==> config.mk <==
export PLATFORM = sky130hd
export DESIGN_NAME = beep_seq
export DESIGN_NICKNAME = d
export VERILOG_FILES = /design/src/beep_pkg.sv /design/src/tone_gen.sv /design/src/beep_seq.sv
export SDC_FILE = /design/constraint.sdc
export NUM_CORES = 1
export LEC_CHECK = 0
export BUFFER_PORTS_ARGS = -buffer_cell sky130_fd_sc_hd__buf_2
export CAP_MARGIN = 20
export CORE_MARGIN = 2
export CORE_UTILIZATION = 55
export DETAILED_ROUTE_END_ITERATION = 6
export HOLD_SLACK_MARGIN = 0.12
export PLACE_DENSITY = 0.69
export REMOVE_ABC_BUFFERS = 1
export SKIP_LAST_GASP = 1
export SLEW_MARGIN = 20
export SYNTH_ARGS = -nofsm -noshare
export SYNTH_HDL_FRONTEND = slang
export SYNTH_HIERARCHICAL = 1
export SYNTH_SLANG_ARGS = --single-unit
==> constraint.sdc <==
create_clock -name core_clk -period 4.64 [get_ports core_clk]
set_input_delay 0.696 -clock core_clk [delete_from_list [all_inputs] [get_ports core_clk]]
set_output_delay 0.696 -clock core_clk [all_outputs]
set_load 0.03 [all_outputs]
==> src/beep_pkg.sv <==
/*
 * Shared constants, types and state records for the start-up beep and
 * blink sequencer.
 * Assumes a single 100 MHz core clock; all second-scale timing is
 * counted in quarter-second ticks.
 */
package beep_pkg;

    // ----------------------------------------------------------------
    // Clock and tick
    // ----------------------------------------------------------------
    localparam int CLK_HZ       = 100_000_000;
    localparam int TICK_MS      = 250;
    localparam int TICK_CYC_DEF = TICK_MS * (CLK_HZ / 1000);
    localparam int PRE_W        = 25;

    // ----------------------------------------------------------------
    // Tone frequencies, as half periods in clock cycles
    // ----------------------------------------------------------------
    localparam int SETUP_HZ      = 932;
    localparam int HIGH_HZ       = 2000;
    localparam int LOW_HZ        = 1500;
    localparam int HALF_W        = 16;
    localparam int HALF_STD_DEF  = CLK_HZ / (2 * SETUP_HZ);
    localparam int HALF_HIGH_DEF = CLK_HZ / (2 * HIGH_HZ);
    localparam int HALF_LOW_DEF  = CLK_HZ / (2 * LOW_HZ);

    // ----------------------------------------------------------------
    // Pattern times, in ms and in ticks
    // ----------------------------------------------------------------
    typedef logic [5:0] pos_t;
    localparam int SETUP_BEEP_MS  = 500;
    localparam int UPD_PHASE_MS   = 500;
    localparam int ON_MS          = 1000;
    localparam int PAUSE_MS       = 2500;
    localparam int THERM_BEEP_MS  = 1000;
    localparam int THERM_BLINK_MS = 250;

    localparam pos_t SETUP_TK   = pos_t'(SETUP_BEEP_MS / TICK_MS);
    localparam pos_t UPD_TK     = pos_t'(UPD_PHASE_MS / TICK_MS);
    localparam pos_t ON_TK      = pos_t'(ON_MS / TICK_MS);
    localparam pos_t PAUSE_TK   = pos_t'(PAUSE_MS / TICK_MS);
    localparam pos_t TBEEP_TK   = pos_t'(THERM_BEEP_MS / TICK_MS);
    localparam pos_t TBLINK_TK  = pos_t'(THERM_BLINK_MS / TICK_MS);

    localparam pos_t VIDEO_CYCLES  = 6'h02;
    localparam pos_t MEMORY_CYCLES = 6'h03;
    localparam pos_t THERM_BEEPS   = 6'h08;
    localparam logic [1:0] VIDEO_GROUPS = 2'h2;

    localparam pos_t UPD_LEN       = pos_t'(2 * UPD_TK);
    localparam pos_t CYCLE_TK      = pos_t'(2 * ON_TK);
    localparam pos_t VIDEO_ON_END  = pos_t'(VIDEO_CYCLES * CYCLE_TK);
    localparam pos_t MEMORY_ON_END = pos_t'(MEMORY_CYCLES * CYCLE_TK);
    localparam pos_t VIDEO_LEN     = pos_t'(VIDEO_ON_END + PAUSE_TK);
    localparam pos_t MEMORY_LEN    = pos_t'(MEMORY_ON_END + PAUSE_TK);
    localparam pos_t THERM_LEN     = pos_t'(THERM_BEEPS * TBEEP_TK);

    // ----------------------------------------------------------------
    // Conditions, modes and records
    // ----------------------------------------------------------------
    typedef enum logic [2:0] {
        COND_SETUP,
        COND_UPDATE,
        COND_VIDEO,
        COND_MEMORY,
        COND_THERMAL
    } cond_e;

    typedef enum logic [2:0] {
        M_IDLE,
        M_SETUP,
        M_UPDATE,
        M_VIDEO,
        M_MEMORY,
        M_THERMAL,
        M_HALT
    } mode_e;

    typedef struct packed {
        logic  valid;
        cond_e cond;
        logic  done;
    } req_s;

    typedef struct packed {
        mode_e             mode;
        logic [PRE_W-1:0]  pre;
        pos_t              pos;
        logic [1:0]        grp;
        logic              spk_en;
        logic              hi;
        logic              led;
        logic              shut;
    } seq_s;

    typedef struct packed {
        logic [HALF_W-1:0] cnt;
        logic              out;
    } tone_s;

endpackage

==> src/tone_gen.sv <==
/*
 * Square-wave tone divider: toggles its output every half period while
 * enabled, and holds it low otherwise.
 * Assumes the half period changes only between tones or while disabled.
 */
`timescale 1ns/1ps

module tone_gen
    import beep_pkg::*;
(
    input  wire logic              core_clk,
    input  wire logic              resetn,
    input  wire logic              en,
    input  wire logic [HALF_W-1:0] half,
    output logic                   tone_q
);

    tone_s q;
    tone_s d;

    // ----------------------------------------------------------------
    // Divider
    // ----------------------------------------------------------------
    always_comb begin
        d = q;
        // divided square wave
        if (!en) begin
            d = '0;
        end else if (q.cnt >= half - 1'b1) begin
            d.cnt = '0;
            d.out = ~q.out;
        end else begin
            d.cnt = q.cnt + 1'b1;
        end
    end

    always_ff @(posedge core_clk or negedge resetn) begin
        if (!resetn) begin
            q <= '0;
        end else begin
            q <= d;
        end
    end

    assign tone_q = q.out;
endmodule

==> src/beep_seq.sv <==
/*
 * Start-up beep and blink sequencer: plays speaker and power LED
 * patterns for setup prompt, firmware update, video, memory and
 * thermal conditions.
 * Assumes the requester is logic on core_clk raising one condition
 * at a time with a one-cycle valid pulse.
 */
// Operation
// A reported recoverable error plays a speaker pattern chosen by its condition type
// Setup prompt: one 0.5 s beep at 932 Hz, then silence
// Update: speaker silent, LED off then 0.5 s on/off until complete
// Video: two 1 s beep/1 s gaps, 2.5 s pause, group once more
// Video LED: two 1 s blinks, 2.5 s off, repeating forever
// Requester raises video error only when no video option code is found
// Memory: three 1 s beeps at 932 Hz, 2.5 s pause, repeating forever
// Memory LED: three 1 s blinks, 2.5 s off, repeating forever
// Thermal: eight 1 s beeps alternating 2000/1500 Hz, then shutdown
// Thermal LED: two 0.25 s blinks per beep, sixteen in all
// Tones divided from clock; intervals from a reset-cleared tick prescaler
// Idle keeps speaker silent, LED normal; a new request restarts its pattern
`timescale 1ns/1ps

module beep_seq
    import beep_pkg::*;
#(
    parameter int                TICK_CYCLES = TICK_CYC_DEF,
    parameter logic [HALF_W-1:0] HALF_STD    = HALF_W'(HALF_STD_DEF),
    parameter logic [HALF_W-1:0] HALF_HIGH   = HALF_W'(HALF_HIGH_DEF),
    parameter logic [HALF_W-1:0] HALF_LOW    = HALF_W'(HALF_LOW_DEF)
) (
    input  wire logic core_clk,
    input  wire logic resetn,
    input  wire req_s req,
    input  wire logic power_led_norm,
    output logic      spk_q,
    output logic      led_q,
    output logic      shutdown_q
);

    seq_s              st_q;
    seq_s              st_d;
    logic              tick;
    logic [HALF_W-1:0] half_sel;

    // ----------------------------------------------------------------
    // Sequencer
    // ----------------------------------------------------------------
    always_comb begin
        st_d = st_q;
        // quarter-second prescaler
        tick = (st_q.pre == PRE_W'(TICK_CYCLES - 1));
        st_d.pre = tick ? '0 : st_q.pre + 1'b1;
        if (tick) begin
            st_d.pos = st_q.pos + 1'b1;
        end
        case (st_q.mode)
            M_SETUP: begin
                if (tick && st_q.pos == SETUP_TK - 1'b1) begin
                    st_d.mode = M_IDLE;
                end
            end
            M_UPDATE: begin
                if (tick && st_q.pos == UPD_LEN - 1'b1) begin
                    st_d.pos = '0;
                end
                // ends on complete
                if (req.done) begin
                    st_d.mode = M_IDLE;
                end
            end
            M_VIDEO: begin
                if (tick && st_q.pos == VIDEO_LEN - 1'b1) begin
                    st_d.pos = '0;
                    // count groups
                    if (st_q.grp != VIDEO_GROUPS) begin
                        st_d.grp = st_q.grp + 1'b1;
                    end
                end
            end
            M_MEMORY: begin
                if (tick && st_q.pos == MEMORY_LEN - 1'b1) begin
                    st_d.pos = '0;
                end
            end
            M_THERMAL: begin
                // shutdown after eighth
                if (tick && st_q.pos == THERM_LEN - 1'b1) begin
                    st_d.mode = M_HALT;
                    st_d.shut = 1'b1;
                end
            end
            M_IDLE, M_HALT: begin
                st_d.pos = '0;
            end
            default: begin
                st_d.mode = M_IDLE;
            end
        endcase
        // restart from beginning
        if (req.valid) begin
            st_d.pre = '0;
            st_d.pos = '0;
            st_d.grp = '0;
            // pattern by type
            case (req.cond)
                COND_SETUP:   st_d.mode = M_SETUP;
                COND_UPDATE:  st_d.mode = M_UPDATE;
                COND_VIDEO:   st_d.mode = M_VIDEO;
                COND_MEMORY:  st_d.mode = M_MEMORY;
                COND_THERMAL: st_d.mode = M_THERMAL;
                default:      st_d.mode = st_q.mode;
            endcase
        end
        if (st_d.mode == M_IDLE || st_d.mode == M_HALT) begin
            st_d.pos = '0;
        end
        // Indications follow the next position so they line up with it
        st_d.spk_en = 1'b0;
        st_d.hi     = 1'b0;
        st_d.led    = 1'b0;
        case (st_d.mode)
            M_IDLE: begin
                // normal power LED
                st_d.led = power_led_norm;
            end
            M_SETUP: begin
                // single beep
                st_d.spk_en = (st_d.pos < SETUP_TK);
                st_d.led    = power_led_norm;
            end
            M_UPDATE: begin
                // off first, then blink
                st_d.led = (st_d.pos >= UPD_TK);
            end
            M_VIDEO: begin
                // endless blink groups
                st_d.led    = (st_d.pos < VIDEO_ON_END) && ((st_d.pos % CYCLE_TK) < ON_TK);
                // beeps only for two groups
                st_d.spk_en = st_d.led && (st_d.grp != VIDEO_GROUPS);
            end
            M_MEMORY: begin
                // three on-off then pause
                st_d.led    = (st_d.pos < MEMORY_ON_END) && ((st_d.pos % CYCLE_TK) < ON_TK);
                st_d.spk_en = st_d.led;
            end
            M_THERMAL: begin
                // alternate high and low
                st_d.spk_en = 1'b1;
                st_d.hi     = (st_d.pos % pos_t'(2 * TBEEP_TK)) < TBEEP_TK;
                // two blinks per beep
                st_d.led    = (st_d.pos % pos_t'(2 * TBLINK_TK)) < TBLINK_TK;
            end
            default: begin
                st_d.led = 1'b0;
            end
        endcase
    end

    always_ff @(posedge core_clk or negedge resetn) begin
        if (!resetn) begin
            st_q <= '{mode: M_IDLE, default: '0};
        end else begin
            st_q <= st_d;
        end
    end

    // ----------------------------------------------------------------
    // Tone and outputs
    // ----------------------------------------------------------------
    // Thermal low tone only when not high; other patterns use the standard pitch
    assign half_sel = (st_q.mode == M_THERMAL) ? (st_q.hi ? HALF_HIGH : HALF_LOW) : HALF_STD;

    tone_gen u_tone (
        .core_clk (core_clk),
        .resetn   (resetn),
        .en       (st_q.spk_en),
        .half     (half_sel),
        .tone_q   (spk_q)
    );

    assign led_q      = st_q.led;
    assign shutdown_q = st_q.shut;
endmodule

==> flow_metrics.py <==
metrics = {
    "drt": {
        "drtIter0Drc": 141,
        "dr_total_vias": 2975,
        "firstDrtPassIters": 4,
        "totalWireLength_um": 7681,
        "wl_per_cell_um": 13.99,
        "drc_errors": 0,
        "viasPerCell": 5.419,
        "ant_nets": 0,
    },
    "worst_setup_path": {
        "arrival_ps": 4380,
        "cp_data_required_time_ps": 4860,
        "worstSetupPathType": "reg2reg",
        "critPathMaxStageDelay_ps": 490,
        "critical_path.slowest_cell": "dfrtp_1",
        "path_max_fanout": 17,
        "crit_buf_inv": 3,
        "critPathTopFamily": "simple AND/OR/NAND/NOR gates",
        "cp_cell_sequence": "nand3b_1 > inv_1 > and2_1 > inv_1 > nor3_2 > and3_1 > nand2_1 > nor3_1 > xnor2_1 > ha_1 > nand4_1 > nor3_1 > o311ai_1 > nand4_2 > buf_4 > mux2_2",
        "start_kind": "flop",
        "cp-end-kind": "flop",
    },
    "grt": {
        "use_met2_pct": 33.47,
        "antenna_found_initial": 0,
        "grt_max_degree": 58,
        "grt_use_met3_pct": 5.184,
        "busiest_layer": "met2",
        "grt_pass1_vias": 2806,
        "grt_pass1_wl_um": 13500,
        "grt_overflow": 0,
        "track_usage_pct": 22.48,
        "met1_usage_pct": 32.39,
    },
    "timing": {
        "finalHoldViolCount": 0,
        "setup_viol": 0,
        "tightest_slew_ps": 714.0,
        "fmax_mhz": 240.7,
        "fin_crit_sh_pct": 89.54,
        "finClkSkew_ps": 6.271,
        "max-slew-margin-rel_pct": 52.40,
        "maxSlewViolCount": 0,
        "post-route-min-period_ps": 4155,
        "holdWs_ps": 456.8,
        "setup-tns-final_ps": 0,
    },
    "synthesis": {
        "ys_types": 68,
        "seq_area_frac_synth_pct": 36.89,
        "ys_warn_count": 6,
        "synth_edf_count": 0,
        "synth_cells": 423,
        "ys_ff_latch": 57,
        "synth_top_area_share_pct": 36.89,
        "syn-cell-area_um2": 3866,
        "syn_area_per_cell_um2": 9.140,
        "synth_area_leader_cell": "dfrtp_1",
        "synth_most_common_cell": "nor2_1",
        "synth_common_cells": "nor2_1 (70), dfrtp_1 (57), xor2_1 (36), nand2_1 (30), nand3_1 (27)",
        "synthTopCellsByArea": "dfrtp_1 (37%), xor2_1 (8.2%), ha_1 (7.1%), nor2_1 (6.8%), xnor2_1 (5.0%)",
        "synth-async-reset-ratio_pct": 100.0,
        "synth_ff_type": "dfrtp_1",
    },
    "final_layout": {
        "drive_above_1_share_pct": 12.80,
        "nets": 478,
        "area_growth_pct": 9.903,
        "num_antenna_cells": 0,
    },
    "die": {
        "io_pins": 11,
        "core_area_um2": 6794,
        "fp.dieW_um": 87.84,
        "core.rowCount": 30,
        "die_area_um2": 7716,
        "start_util_pct": 56.91,
        "die_h_um": 87.84,
    },
    "placement": {
        "numPortBuffers": 10,
        "gp_congestion": 0.9089,
        "hpwl_um": 5525,
    },
    "clock_network": {
        "cts_htree_levels": 3,
        "clock-root-buffer": "clkbuf_8",
        "cts_buffer_depth": 2,
        "clock-sinks": 57,
        "holdBufCountCts": 0,
        "clk-insertion-delay-late_ps": 340,
        "clkTransAtPathRegs_ps": 60,
        "cts_tree": "built",
        "cts_buffers": 9,
    },
    "run_status": {
        "status": "complete, no violations",
    },
    "power": {
        "leakage_nw": 1.889,
        "power.density_nw_per_um2": 290.4,
        "peakVddDrop_v": 0.0001965,
    },
    "worst_hold_path": {
        "min_path_type": "reg2reg",
    },
    "flow_run": {
        "max-cap-violations": 0,
    },
}
==> metrics by stage <==
| step | cell area [um^2] | setup slack (ps) | total power, mW | util (%) | cells |
|---|---|---|---|---|---|
| 2_1_floorplan | 3859 | 768.0 | 0.7221 | - | 424 |
| 5_1_grt | 4249 | -5.950 | 1.307 | 62.54 | 549 |
| 3_5_place_dp | 4051 | 465.2 | 0.7967 | 59.63 | 533 |
| 6_report | 4249 | 485.2 | 1.234 | 62.54 | 549 |
| 3_3_place_gp | 4051 | 619.1 | 0.7914 | 59.63 | 533 |
| 4_1_cts | 4244 | 428.2 | 1.245 | 62.47 | 549 |
==> worst paths after layout <==
check	start	end	slack (ps)	cells after the start
max in group asynchronous	resetn	st_q[17]	3680	2
worst min register to register	shutdown_q	shutdown_q	460	1
min in group asynchronous	resetn	st_q[16]	500	2
worst max-delay path	st_q[37]	u_tone/tone_q	490	16
worst max register to register	st_q[37]	u_tone/tone_q	490	16
worst min-delay path	shutdown_q	shutdown_q	460	1
==> cell families (layout without fill, tap and decap cells) <==
kind of cell	after synthesis	in the layout	share of synthesized area, %
flops	57	57	36.89
buf+inv	28	47	3.010
simple gates	211	211	29.97
xor+xnor	58	58	13.14
fa+ha+maj	22	22	7.120
other cells	1	12	0.09699
mux	5	5	1.359
compound gates	41	41	8.414
==> state kept, by name (all words and copies together), names as in the netlist <==
signal,flops
led_q,1
u_tone/q,16
st_q,38
shutdown_q,1
u_tone/tone_q,1
==> cells in the final DEF, fill, tap and decap left out, types with 9 or more instances in the layout <==
master,instances
inv_1,17
nor2_1,70
dfrtp_1,57
xnor2_1,22
nand4_1,14
nand2_1,30
buf_2,10
nand3_1,27
clkbuf_8,13
conb_1,12
ha_1,22
xor2_1,36
a21oi_1,9
nor2b_1,9
==> repair_timing <==
action,CTS,global route
buffers inserted,0,0
gates resized for setup,0,1
setup endpoints to repair,0,1
hold endpoints to repair,0,0
==> power breakdown <==
part / switching [mW] / internal (mW) / total, mW / leakage [nW]
Combinational: 0.145 / 0.0884 / 0.233 / 1.00
Clock: 0.195 / 0.251 / 0.446 / 0.102
Sequential: 0.0310 / 0.523 / 0.554 / 0.782
Total: 0.371 / 0.862 / 1.23 / 1.89
==> cell type report <==
cell class / count / area (um^2)
Tap cell: 96 / 120.1
Multi-Input combinational cell: 349 / 2370
Fill cell: 589 / 2545
Inverter: 18 / 67.56
Clock inverter: 2 / 10.01
Timing Repair Buffer: 13 / 72.57
Sequential cell: 57 / 1426
Clock buffer: 14 / 182.7
==> routing by layer <==
metal,share of wire (%),routed length (um),up-vias
met4,1.6,121,0
met2,44,3382,59
met1,51,3928,1376
met3,3.2,249,10
met5,0,0,-
li1,-,-,1530
Power figures use the tool's default switching activity.
